## src/hw/ref_mon_regs.vh

```
// register map, field positions, reset values and timing for ref_mon
// assumes a 10 MHz pclk and 32-bit APB byte addressing
`ifndef REF_MON_REGS_VH
`define REF_MON_REGS_VH

`define CLK_KHZ 10000
`define PERIOD_MS 128

`define A_CTRL 12'h000
`define A_INT_STS 12'h004
`define A_VALID 12'h008
`define A_REVAL 12'h00c
`define A_SEL 12'h010
`define A_FLIM 12'h014
`define A_LOCK 12'h018
`define A_FAST 12'h01c
`define A_GAP 12'h020
`define A_ACT_ALM 12'h024
`define A_SOFT_ALM 12'h028
`define A_HARD_ALM 12'h02c
`define A_BCFG 12'h040
`define A_CHCFG 12'h080

`define B_REVERT 0
`define B_PHLOST_EN 1
`define B_MIRROR_EN 2
`define B_REF_FAIL 6

`define CTRL_RST 3'h1
`define SOFT_RST 10'h05a
`define HARD_RST 10'h078
`define LOCK_RST 10'h048
`define FAST_RST 16'h09c4
`define GAP_RST 16'h0fa0
`define SIZE_RST 4'h8
`define SET_RST 4'h6
`define CLR_RST 4'h4
`define DECAY_RST 2'h1

`endif

```

## src/hw/ref_mon.v

```verilog
// reference clock activity/frequency monitor and priority selector
// assumes ref_clk_in pins are asynchronous; freq_mag_in and phase_fault_in
// come from the loop logic on pclk; APB slave, zero wait states
// Behaviour
// ~two missing selected cycles freeze loop in holdover
// loss flag readable; optional phase-lost indication
// recovery before rejection resumes nearest-edge locking
// per-channel bucket picks one of four configs
// add one per irregular 128 ms period
// bucket saturates at programmed capacity
// fill 8/s, leak 8/s down to 1/s
// fill in a period suppresses that leak
// alarm and reject at set threshold
// alarm holds until at or below clear threshold
// empty bucket alarms after set/8 seconds
// clear time 2^decay*(size-clear)/8 seconds
// unselected rejected for inactivity or out-of-band
// selected also rejected for phase, lock range
// bucket-based loss takes at least one 128 ms period
// mirror loss flag on test output pin
// software clears loss flag by status write
// soft/hard frequency limits, programmable
// lock range limit programmable, default 9.2 ppm
// select highest priority valid source
// revertive: switch to better revalidated source
// non-revertive: keep, flag revalidation
// priority 1..15, lower preferred, zero excluded
// failure of selected always switches
// single clock, counters derive all timing
`include "ref_mon_regs.vh"
`timescale 1ns/1ps
`default_nettype none

module ref_mon #(
	parameter N = 14,
	parameter PERIOD_CYC = `PERIOD_MS * `CLK_KHZ
) (
	// apb
	input wire pclk,
	input wire presetn,
	input wire psel,
	input wire penable,
	input wire pwrite,
	input wire [11:0] paddr,
	input wire [31:0] pwdata,
	output reg [31:0] prdata,
	output reg pready,
	output reg pslverr,
	// references and loop status
	input wire [N-1:0] ref_clk_in,
	input wire [N*10-1:0] freq_mag_in,
	input wire phase_fault_in,
	// to loop
	output reg [3:0] sel_chan,
	output reg sel_ok,
	output reg holdover,
	output reg phase_lost,
	output reg resume_lock,
	// test data mirror
	output reg tdo_mirror,
	output reg tdo_mirror_en
);

	// magnitude above limit; one step is 0.127 ppm
	function lim_exc;
		input [9:0] mag;
		input [9:0] lim;
		begin
			lim_exc = (mag > lim);
		end
	endfunction

	// leak due once every 2^decay periods
	function leak_due;
		input [1:0] decay;
		input [2:0] pcnt;
		reg [2:0] m;
		begin
			m = (3'h1 << decay) - 3'h1;
			leak_due = ((pcnt & m) == m);
		end
	endfunction

	// one loop variable per process, so none has two drivers
	integer i;
	integer f;
	integer c;
	integer j;
	integer k;

	reg [N-1:0] s1_q;
	reg [N-1:0] s2_q;
	reg [N-1:0] s3_q;
	reg [15:0] idle_q [0:N-1];
	reg [N-1:0] irr_q;
	reg [3:0] acc_q [0:N-1];
	reg [N-1:0] act_alm_q;
	reg [N-1:0] soft_q;
	reg [N-1:0] hard_q;
	reg [N-1:0] lock_exc_q;
	reg [N-1:0] valid_q;
	reg [N-1:0] reval_q;
	reg [15:0] bcfg_q [0:3];
	reg [5:0] chcfg_q [0:N-1];
	reg [2:0] ctrl_q;
	reg [9:0] soft_lim_q;
	reg [9:0] hard_lim_q;
	reg [9:0] lock_lim_q;
	reg [15:0] fast_lim_q;
	reg [15:0] gap_lim_q;
	reg ref_fail_q;
	reg [20:0] per_q;
	reg tick_q;
	reg [2:0] pcnt_q;
	reg miss_q;
	// per-channel view of the shared bucket configurations
	reg [3:0] size_c [0:N-1];
	reg [3:0] set_c [0:N-1];
	reg [3:0] clr_c [0:N-1];
	reg [1:0] decay_c [0:N-1];

	wire setup = psel & ~penable;
	wire wr = psel & penable & pwrite & pready;
	wire [N-1:0] edge_seen = s2_q & ~s3_q;
	wire [N-1:0] valid_d = ~act_alm_q & ~hard_q;
	wire [3:0] sel_pr = chcfg_q[sel_chan][3:0];
	wire sel_good = sel_ok & valid_q[sel_chan] & ~phase_fault_in
		& ~lock_exc_q[sel_chan] & (sel_pr != 4'h0);
	wire fast_miss = sel_ok & (idle_q[sel_chan] >= fast_lim_q);
	wire bsel = (paddr[11:4] == 8'h04);
	wire csel = (paddr[11:6] == 6'h02) && (paddr[5:2] < N);
	wire wr_sts = wr && (paddr == `A_INT_STS);
	wire wr_reval = wr && (paddr == `A_REVAL);

	reg best_ok;
	reg [3:0] best_idx;
	reg [3:0] best_pr;
	reg [31:0] rd_d;
	reg err_d;
	reg [3:0] pr;

	// period tick and period count
	always @(posedge pclk or negedge presetn) begin
		if (!presetn) begin
			per_q <= 21'h0;
			tick_q <= 1'b0;
			pcnt_q <= 3'h0;
		end else begin
			tick_q <= (per_q == PERIOD_CYC - 1);
			if (per_q == PERIOD_CYC - 1)
				per_q <= 21'h0;
			else
				per_q <= per_q + 21'h1;
			if (tick_q)
				pcnt_q <= pcnt_q + 3'h1;
		end
	end

	// shared configurations fanned out, one copy per channel
	always @* begin
		for (c = 0; c < N; c = c + 1) begin
			size_c[c] = bcfg_q[chcfg_q[c][5:4]][3:0];
			set_c[c] = bcfg_q[chcfg_q[c][5:4]][7:4];
			decay_c[c] = bcfg_q[chcfg_q[c][5:4]][9:8];
			clr_c[c] = bcfg_q[chcfg_q[c][5:4]][15:12];
		end
	end

	// frequency band checks against the programmed limits
	// registered so the selector sees one settled verdict per cycle
	always @(posedge pclk or negedge presetn) begin
		if (!presetn) begin
			soft_q <= {N{1'b0}};
			hard_q <= {N{1'b0}};
			lock_exc_q <= {N{1'b0}};
		end else begin
			for (f = 0; f < N; f = f + 1) begin
				soft_q[f] <= lim_exc(freq_mag_in[f*10 +: 10],
					soft_lim_q);
				hard_q[f] <= lim_exc(freq_mag_in[f*10 +: 10],
					hard_lim_q);
				lock_exc_q[f] <= lim_exc(freq_mag_in[f*10 +: 10],
					lock_lim_q);
			end
		end
	end

	// synchronisers, idle counters, buckets, alarms
	always @(posedge pclk or negedge presetn) begin
		if (!presetn) begin
			s1_q <= {N{1'b0}};
			s2_q <= {N{1'b0}};
			s3_q <= {N{1'b0}};
			irr_q <= {N{1'b0}};
			act_alm_q <= {N{1'b0}};
			valid_q <= {N{1'b0}};
			for (i = 0; i < N; i = i + 1) begin
				idle_q[i] <= 16'h0;
				acc_q[i] <= 4'h0;
			end
		end else begin
			s1_q <= ref_clk_in;
			s2_q <= s1_q;
			s3_q <= s2_q;
			valid_q <= valid_d;
			for (i = 0; i < N; i = i + 1) begin
				// idle count saturates so a dead pin never wraps to zero
				if (edge_seen[i])
					idle_q[i] <= 16'h0;
				else if (idle_q[i] != 16'hffff)
					idle_q[i] <= idle_q[i] + 16'h1;
				// irregular if a gap overruns the jitter allowance
				if (tick_q)
					irr_q[i] <= 1'b0;
				else if (idle_q[i] >= gap_lim_q)
					irr_q[i] <= 1'b1;
				if (tick_q) begin
					if (irr_q[i]) begin
						if (acc_q[i] < size_c[i])
							acc_q[i] <= acc_q[i] + 4'h1;
					end else if (leak_due(decay_c[i], pcnt_q) &&
						acc_q[i] != 4'h0)
						acc_q[i] <= acc_q[i] - 4'h1;
				end
				// reaching set alarms, so set/8 s from empty
				// a zero set threshold never alarms
				if (acc_q[i] >= set_c[i] && set_c[i] != 4'h0)
					act_alm_q[i] <= 1'b1;
				else if (acc_q[i] <= clr_c[i])
					act_alm_q[i] <= 1'b0;
			end
		end
	end

	// best valid source: lowest nonzero priority, lowest channel on ties
	always @* begin
		best_ok = 1'b0;
		best_idx = 4'h0;
		best_pr = 4'hf;
		pr = 4'h0;
		for (j = 0; j < N; j = j + 1) begin
			pr = chcfg_q[j][3:0];
			// a phase fault belongs to the source the loop follows,
			// so that source alone drops out of the race
			if (valid_q[j] && pr != 4'h0 && !lock_exc_q[j] &&
				!(phase_fault_in && sel_ok && sel_chan == j[3:0]) &&
				(!best_ok || pr < best_pr)) begin
				best_ok = 1'b1;
				best_idx = j[3:0];
				best_pr = pr;
			end
		end
	end

	// selection and fast loss handling
	always @(posedge pclk or negedge presetn) begin
		if (!presetn) begin
			sel_chan <= 4'h0;
			sel_ok <= 1'b0;
			holdover <= 1'b1;
			miss_q <= 1'b0;
			resume_lock <= 1'b0;
			phase_lost <= 1'b0;
			tdo_mirror <= 1'b0;
			tdo_mirror_en <= 1'b0;
		end else begin
			if (!sel_good) begin
				sel_ok <= best_ok;
				sel_chan <= best_idx;
			end else if (ctrl_q[`B_REVERT] && best_ok &&
				best_pr < sel_pr) begin
				sel_chan <= best_idx;
			end
			// non-revertive keeps the current source here
			miss_q <= fast_miss;
			holdover <= fast_miss | ~sel_good;
			// back before rejection: pick up nearest edge, no slip
			resume_lock <= miss_q & ~fast_miss & sel_good;
			phase_lost <= fast_miss & ctrl_q[`B_PHLOST_EN];
			tdo_mirror_en <= ctrl_q[`B_MIRROR_EN];
			tdo_mirror <= ctrl_q[`B_MIRROR_EN] & ref_fail_q;
		end
	end

	// read mux, built in the setup cycle
	always @* begin
		rd_d = 32'h0;
		err_d = 1'b0;
		if (bsel)
			rd_d = {16'h0, bcfg_q[paddr[3:2]]};
		else if (csel)
			rd_d = {26'h0, chcfg_q[paddr[5:2]]};
		else begin
			case (paddr)
			`A_CTRL: rd_d = {29'h0, ctrl_q};
			`A_INT_STS: rd_d = {25'h0, ref_fail_q, 6'h0};
			`A_VALID: rd_d = {{(32-N){1'b0}}, valid_q};
			`A_REVAL: rd_d = {{(32-N){1'b0}}, reval_q};
			`A_SEL: rd_d = {26'h0, holdover, sel_ok, sel_chan};
			`A_FLIM: rd_d = {6'h0, hard_lim_q, 6'h0, soft_lim_q};
			`A_LOCK: rd_d = {22'h0, lock_lim_q};
			`A_FAST: rd_d = {16'h0, fast_lim_q};
			`A_GAP: rd_d = {16'h0, gap_lim_q};
			`A_ACT_ALM: rd_d = {{(32-N){1'b0}}, act_alm_q};
			`A_SOFT_ALM: rd_d = {{(32-N){1'b0}}, soft_q};
			`A_HARD_ALM: rd_d = {{(32-N){1'b0}}, hard_q};
			default: err_d = 1'b1;
			endcase
		end
	end

	// apb slave and writable registers
	always @(posedge pclk or negedge presetn) begin
		if (!presetn) begin
			prdata <= 32'h0;
			pready <= 1'b0;
			pslverr <= 1'b0;
			ctrl_q <= `CTRL_RST;
			soft_lim_q <= `SOFT_RST;
			hard_lim_q <= `HARD_RST;
			lock_lim_q <= `LOCK_RST;
			fast_lim_q <= `FAST_RST;
			gap_lim_q <= `GAP_RST;
			ref_fail_q <= 1'b0;
			reval_q <= {N{1'b0}};
			for (k = 0; k < 4; k = k + 1)
				bcfg_q[k] <= {`CLR_RST, 2'h0, `DECAY_RST,
					`SET_RST, `SIZE_RST};
			// channel k starts at priority k+1, configuration 0
			for (k = 0; k < N; k = k + 1)
				chcfg_q[k] <= {2'h0, k[3:0] + 4'h1};
		end else begin
			pready <= setup;
			// error answer stands only with pready, never beyond
			pslverr <= setup & err_d;
			if (setup) begin
				prdata <= rd_d;
			end
			if (wr && bsel)
				bcfg_q[paddr[3:2]] <= pwdata[15:0];
			if (wr && csel)
				chcfg_q[paddr[5:2]] <= pwdata[5:0];
			if (wr) begin
				case (paddr)
				`A_CTRL: ctrl_q <= pwdata[2:0];
				`A_FLIM: begin
					soft_lim_q <= pwdata[9:0];
					hard_lim_q <= pwdata[25:16];
				end
				`A_LOCK: lock_lim_q <= pwdata[9:0];
				`A_FAST: fast_lim_q <= pwdata[15:0];
				`A_GAP: gap_lim_q <= pwdata[15:0];
				default: ;
				endcase
			end
			// set beats write-one-to-clear
			if (fast_miss)
				ref_fail_q <= 1'b1;
			else if (wr_sts && pwdata[`B_REF_FAIL])
				ref_fail_q <= 1'b0;
			// first validation after reset counts as newly validated
			for (k = 0; k < N; k = k + 1) begin
				if (valid_d[k] & ~valid_q[k])
					reval_q[k] <= 1'b1;
				else if (wr_reval && pwdata[k])
					reval_q[k] <= 1'b0;
			end
		end
	end

endmodule // ref_mon

`default_nettype wire

```

## config.mk

```make
export PLATFORM = sky130hd
export DESIGN_NAME = ref_mon
export DESIGN_NICKNAME = d
export VERILOG_FILES = /design/src/hw/ref_mon.v
export VERILOG_INCLUDE_DIRS = /design/src /design/src/hw
export SDC_FILE = /design/constraint.sdc
export NUM_CORES = 2
export LEC_CHECK = 0
export BUFFER_PORTS_ARGS = -buffer_cell sky130_fd_sc_hd__buf_2
export CORE_MARGIN = 4
export CORE_UTILIZATION = 35
export DETAILED_ROUTE_END_ITERATION = 12
export HOLD_SLACK_MARGIN = 0.06
export SLEW_MARGIN = 15
export SYNTH_ARGS = -nofsm -noshare
export SYNTH_HDL_FRONTEND = slang
export SYNTH_SLANG_ARGS = --single-unit
```

## constraint.sdc

```tcl
create_clock -name pclk -period 18.69 [get_ports pclk]
set_clock_uncertainty 0.1 [all_clocks]
set_input_delay 3.738 -clock pclk [delete_from_list [all_inputs] [get_ports pclk]]
set_output_delay 3.738 -clock pclk [all_outputs]
set_load 0.02 [all_outputs]
```

==> qor.yml <==
status:
  status: "finished, violations left"
  violations: "negative setup slack"
placed_design:
  placedCellCount: 8326
  portBuffers: 235
  gp_congestion: 0.9274
  dp.final_hpwl_um: 152400
yosys:
  syn_area_per_cell_sq_um: 9.978
  ys.flop_type: "dfrtp_1"
  synthCells: 5904
  synth_top_area_share: 0.2663
  synthMostInstantiatedCell: "ha_1"
  netlist_top_cells_count: "ha_1 (880), dfrtp_1 (627), nor2_1 (476)"
  ys_seq_area_frac: 0.2980
  ys_warn_count: 0
  netlist_area_sq_um: 58910
  synth-edff-count: 0
  yosys-top-cells-area: "dfrtp_1 (27%), ha_1 (19%), mux4_2 (11%)"
  yosysUniqueCellTypes: 107
  synth_top_area_cell: "dfrtp_1"
  ys_async_sr_fraction: 1.000
  synth_seq_cells: 698
detailed_routing:
  drt_iter0_markers: 4607
  vias_per_cell: 5.856
  antenna_left: 0
  routedWlPerCell_um: 24.67
  drc_errors: 0
  wl_um: 210800
  dr.pass1.iters: 6
  vias: 50040
setup_path:
  start_kind: "input port"
  crit_slowest_cell: "or4_4"
  worstPathRequired_ns: 19.16
  cpPeakStageDelay_ns: 0.54
  timing_worst_setup_path_type: "in2reg"
  crit_top_cell: "ha_4"
  critPathBufInv: 13
  arrival_ns: 22.08
  crit_fanout: 5
  crit_family: "compound AO/OA/AOI/OAI gates"
  critPathCaptureType: "register"
floorplan:
  fp-row-count: 150
  start_util: 0.3523
  fp.dieH_um: 418.3
  die_w_um: 418.3
  die_area_sq_um: 175000
  coreArea_sq_um: 167200
  pin_count: 248
sta:
  fmax_mhz: 46.27
  tns_ns: -11.46
  relSlewSlack: 0.1983
  worst_pin_slew_ns: 1.197
  period_needed_ns: 21.61
  slew_violations: 0
  timing.final.crit_share: 1.156
  setup_viol: 4
  worst_slack_ns: -2.923
  rsz0062_at_grt: "true"
  hold_viol_final: 0
worst_hold_path:
  min_path_type: "reg2reg"
cells_and_area:
  multiInputGateArea_sq_um: 39860
  area_growth_pct: 15.38
  final_cells: 8545
  nNetsFinal: 7349
  finalCoreUtilization: 0.4065
  seq_area_sq_um: 17560
  fillCellCount: 16090
  drive_gt1_frac: 0.2154
global_routing:
  track_usage: 0.2370
  grt_pass1_vias: 49530
  grt_max_degree: 161
  overflow: 0
  grt_pass1_wl_um: 316600
  grt_antenna_before_repair: 29
power:
  p_per_area_nw_per_um2: 66.72
  peakVddDrop_v: 0.00006213
  p_leak_nw: 31.94
clock_network:
  hold_buffers: 0
  clock_latency_ns: 0.74
  path_clk_slew_ns: 0.06
  cts_made_buffers: 84
  clock-sinks: 698
  cts_max_level: 3
  cts_buffer_depth: 3
  cts-root-buf: "clkbuf_16"
  cts_tree: "built"
run:
  max-cap-violations: 0
-- repair_timing --
action                                  in CTS  in global routing
endpoints found under the setup margin       4                  4
pin swaps                                   23                 25
gates resized for setup                     38                 34
buffers inserted                            36                  8
-- cells by family after synthesis --
kind of cell	count (synthesis)	share of synthesized area
mux	540	0.1589
simple gates	1707	0.1462
xor+xnor	223	0.03315
fa+ha+maj	895	0.1918
buf+inv	604	0.03984
compound gates	1236	0.1320
other cells	1	0.00006365
flops	698	0.2980
-- state kept, by name (all words and copies together), names as in the netlist, 16 cells and up --
signal / cells
acc_q: 56
per_q: 21
chcfg_q: 84
bcfg_q: 64
idle_q: 224
fast_lim_q: 16
gap_lim_q: 16
prdata: 26
-- where the power goes --
part	total (mW)	switching [mW]	internal (mW)
clock network	1.84	0.756	1.08
logic	1.03	0.571	0.458
registers	1.67	0.0938	1.57
total	4.53	1.42	3.11
-- metal layers --
metal | vias up | share of wire | track usage
met3 | 498 | 0.079 | 0.04476
met1 | 24720 | 0.41 | 0.3121
met4 | 4 | 0.050 | 0.1073
met2 | 2136 | 0.46 | 0.3784
li1 | 22680 | - | -
met5 | - | 0.00011 | 0
-- placed cells by master, fill, tap and decap left out, types with 68 or more instances in the layout --
cell and instances:
mux2_2 166, nand4_1 141, xnor2_1 91, buf_4 286, dfstp_2 71, ha_1 861
mux2i_1 68, xor2_1 132, nand3_1 138, a21oi_1 340, clkbuf_16 84, dfrtp_1 624
buf_2 233, nand2_1 299, nand2b_1 163, mux4_2 297, nor2_1 472, nor3_1 85
o21ai_0 328, inv_1 326, a21o_1 151, nor2b_1 145
-- path summary, 6_finish.rpt --
path                                start           to  slack, ns  cells past startpoint
setup / recovery           phase_fault_in  sel_chan[3]      -2.92                    102
hold / removal                    s1_q[1]      s2_q[1]       0.25                      0
setup reg to reg              chcfg_q[79]  sel_chan[3]      -0.50                    101
hold reg to reg                   s1_q[1]      s2_q[1]       0.25                      0
max in group asynchronous         presetn    pcnt_q[2]      12.27                      5
min in group asynchronous         presetn    per_q[11]       2.89                      1
-- through the flow --
step | power (mW) | worst slack, ns | hold WS [ns] | instance area (sq um)
after floorplan | 2.247 | -3.672 | 0.2312 | 59350
after detailed placement | 2.640 | -4.234 | 0.2380 | 64100
after global routing | 4.733 | -3.703 | 0.2574 | 67950
after global placement | 2.621 | -4.166 | 0.2349 | 64100
after CTS | 4.529 | -2.833 | 0.2530 | 67630
final | 4.535 | -2.923 | 0.2483 | 67970
-- final cells by class --
class                      instances  area share
clock inverter                    42     0.01047
antenna                           18   0.0006627
tap                             2204     0.04057
multi-input combinational       4607      0.5864
sequential                       698      0.2584
inverter                         335     0.01861
timing repair buffer             525     0.04998
clock buffer                     116     0.03490
-- worst reg2reg max path, delay by kind of cell (launching register included) --
family	cells	cell delay [ns]
AOI/OAI and AO/OA	39	6.42
adders and majority gates	14	3.24
buffers and inverters	12	1.06
DFF	1	0.38
muxes	7	2.19
and+or+nand+nor	29	5.67
No activity file was read; power rests on OpenSTA's default activity.
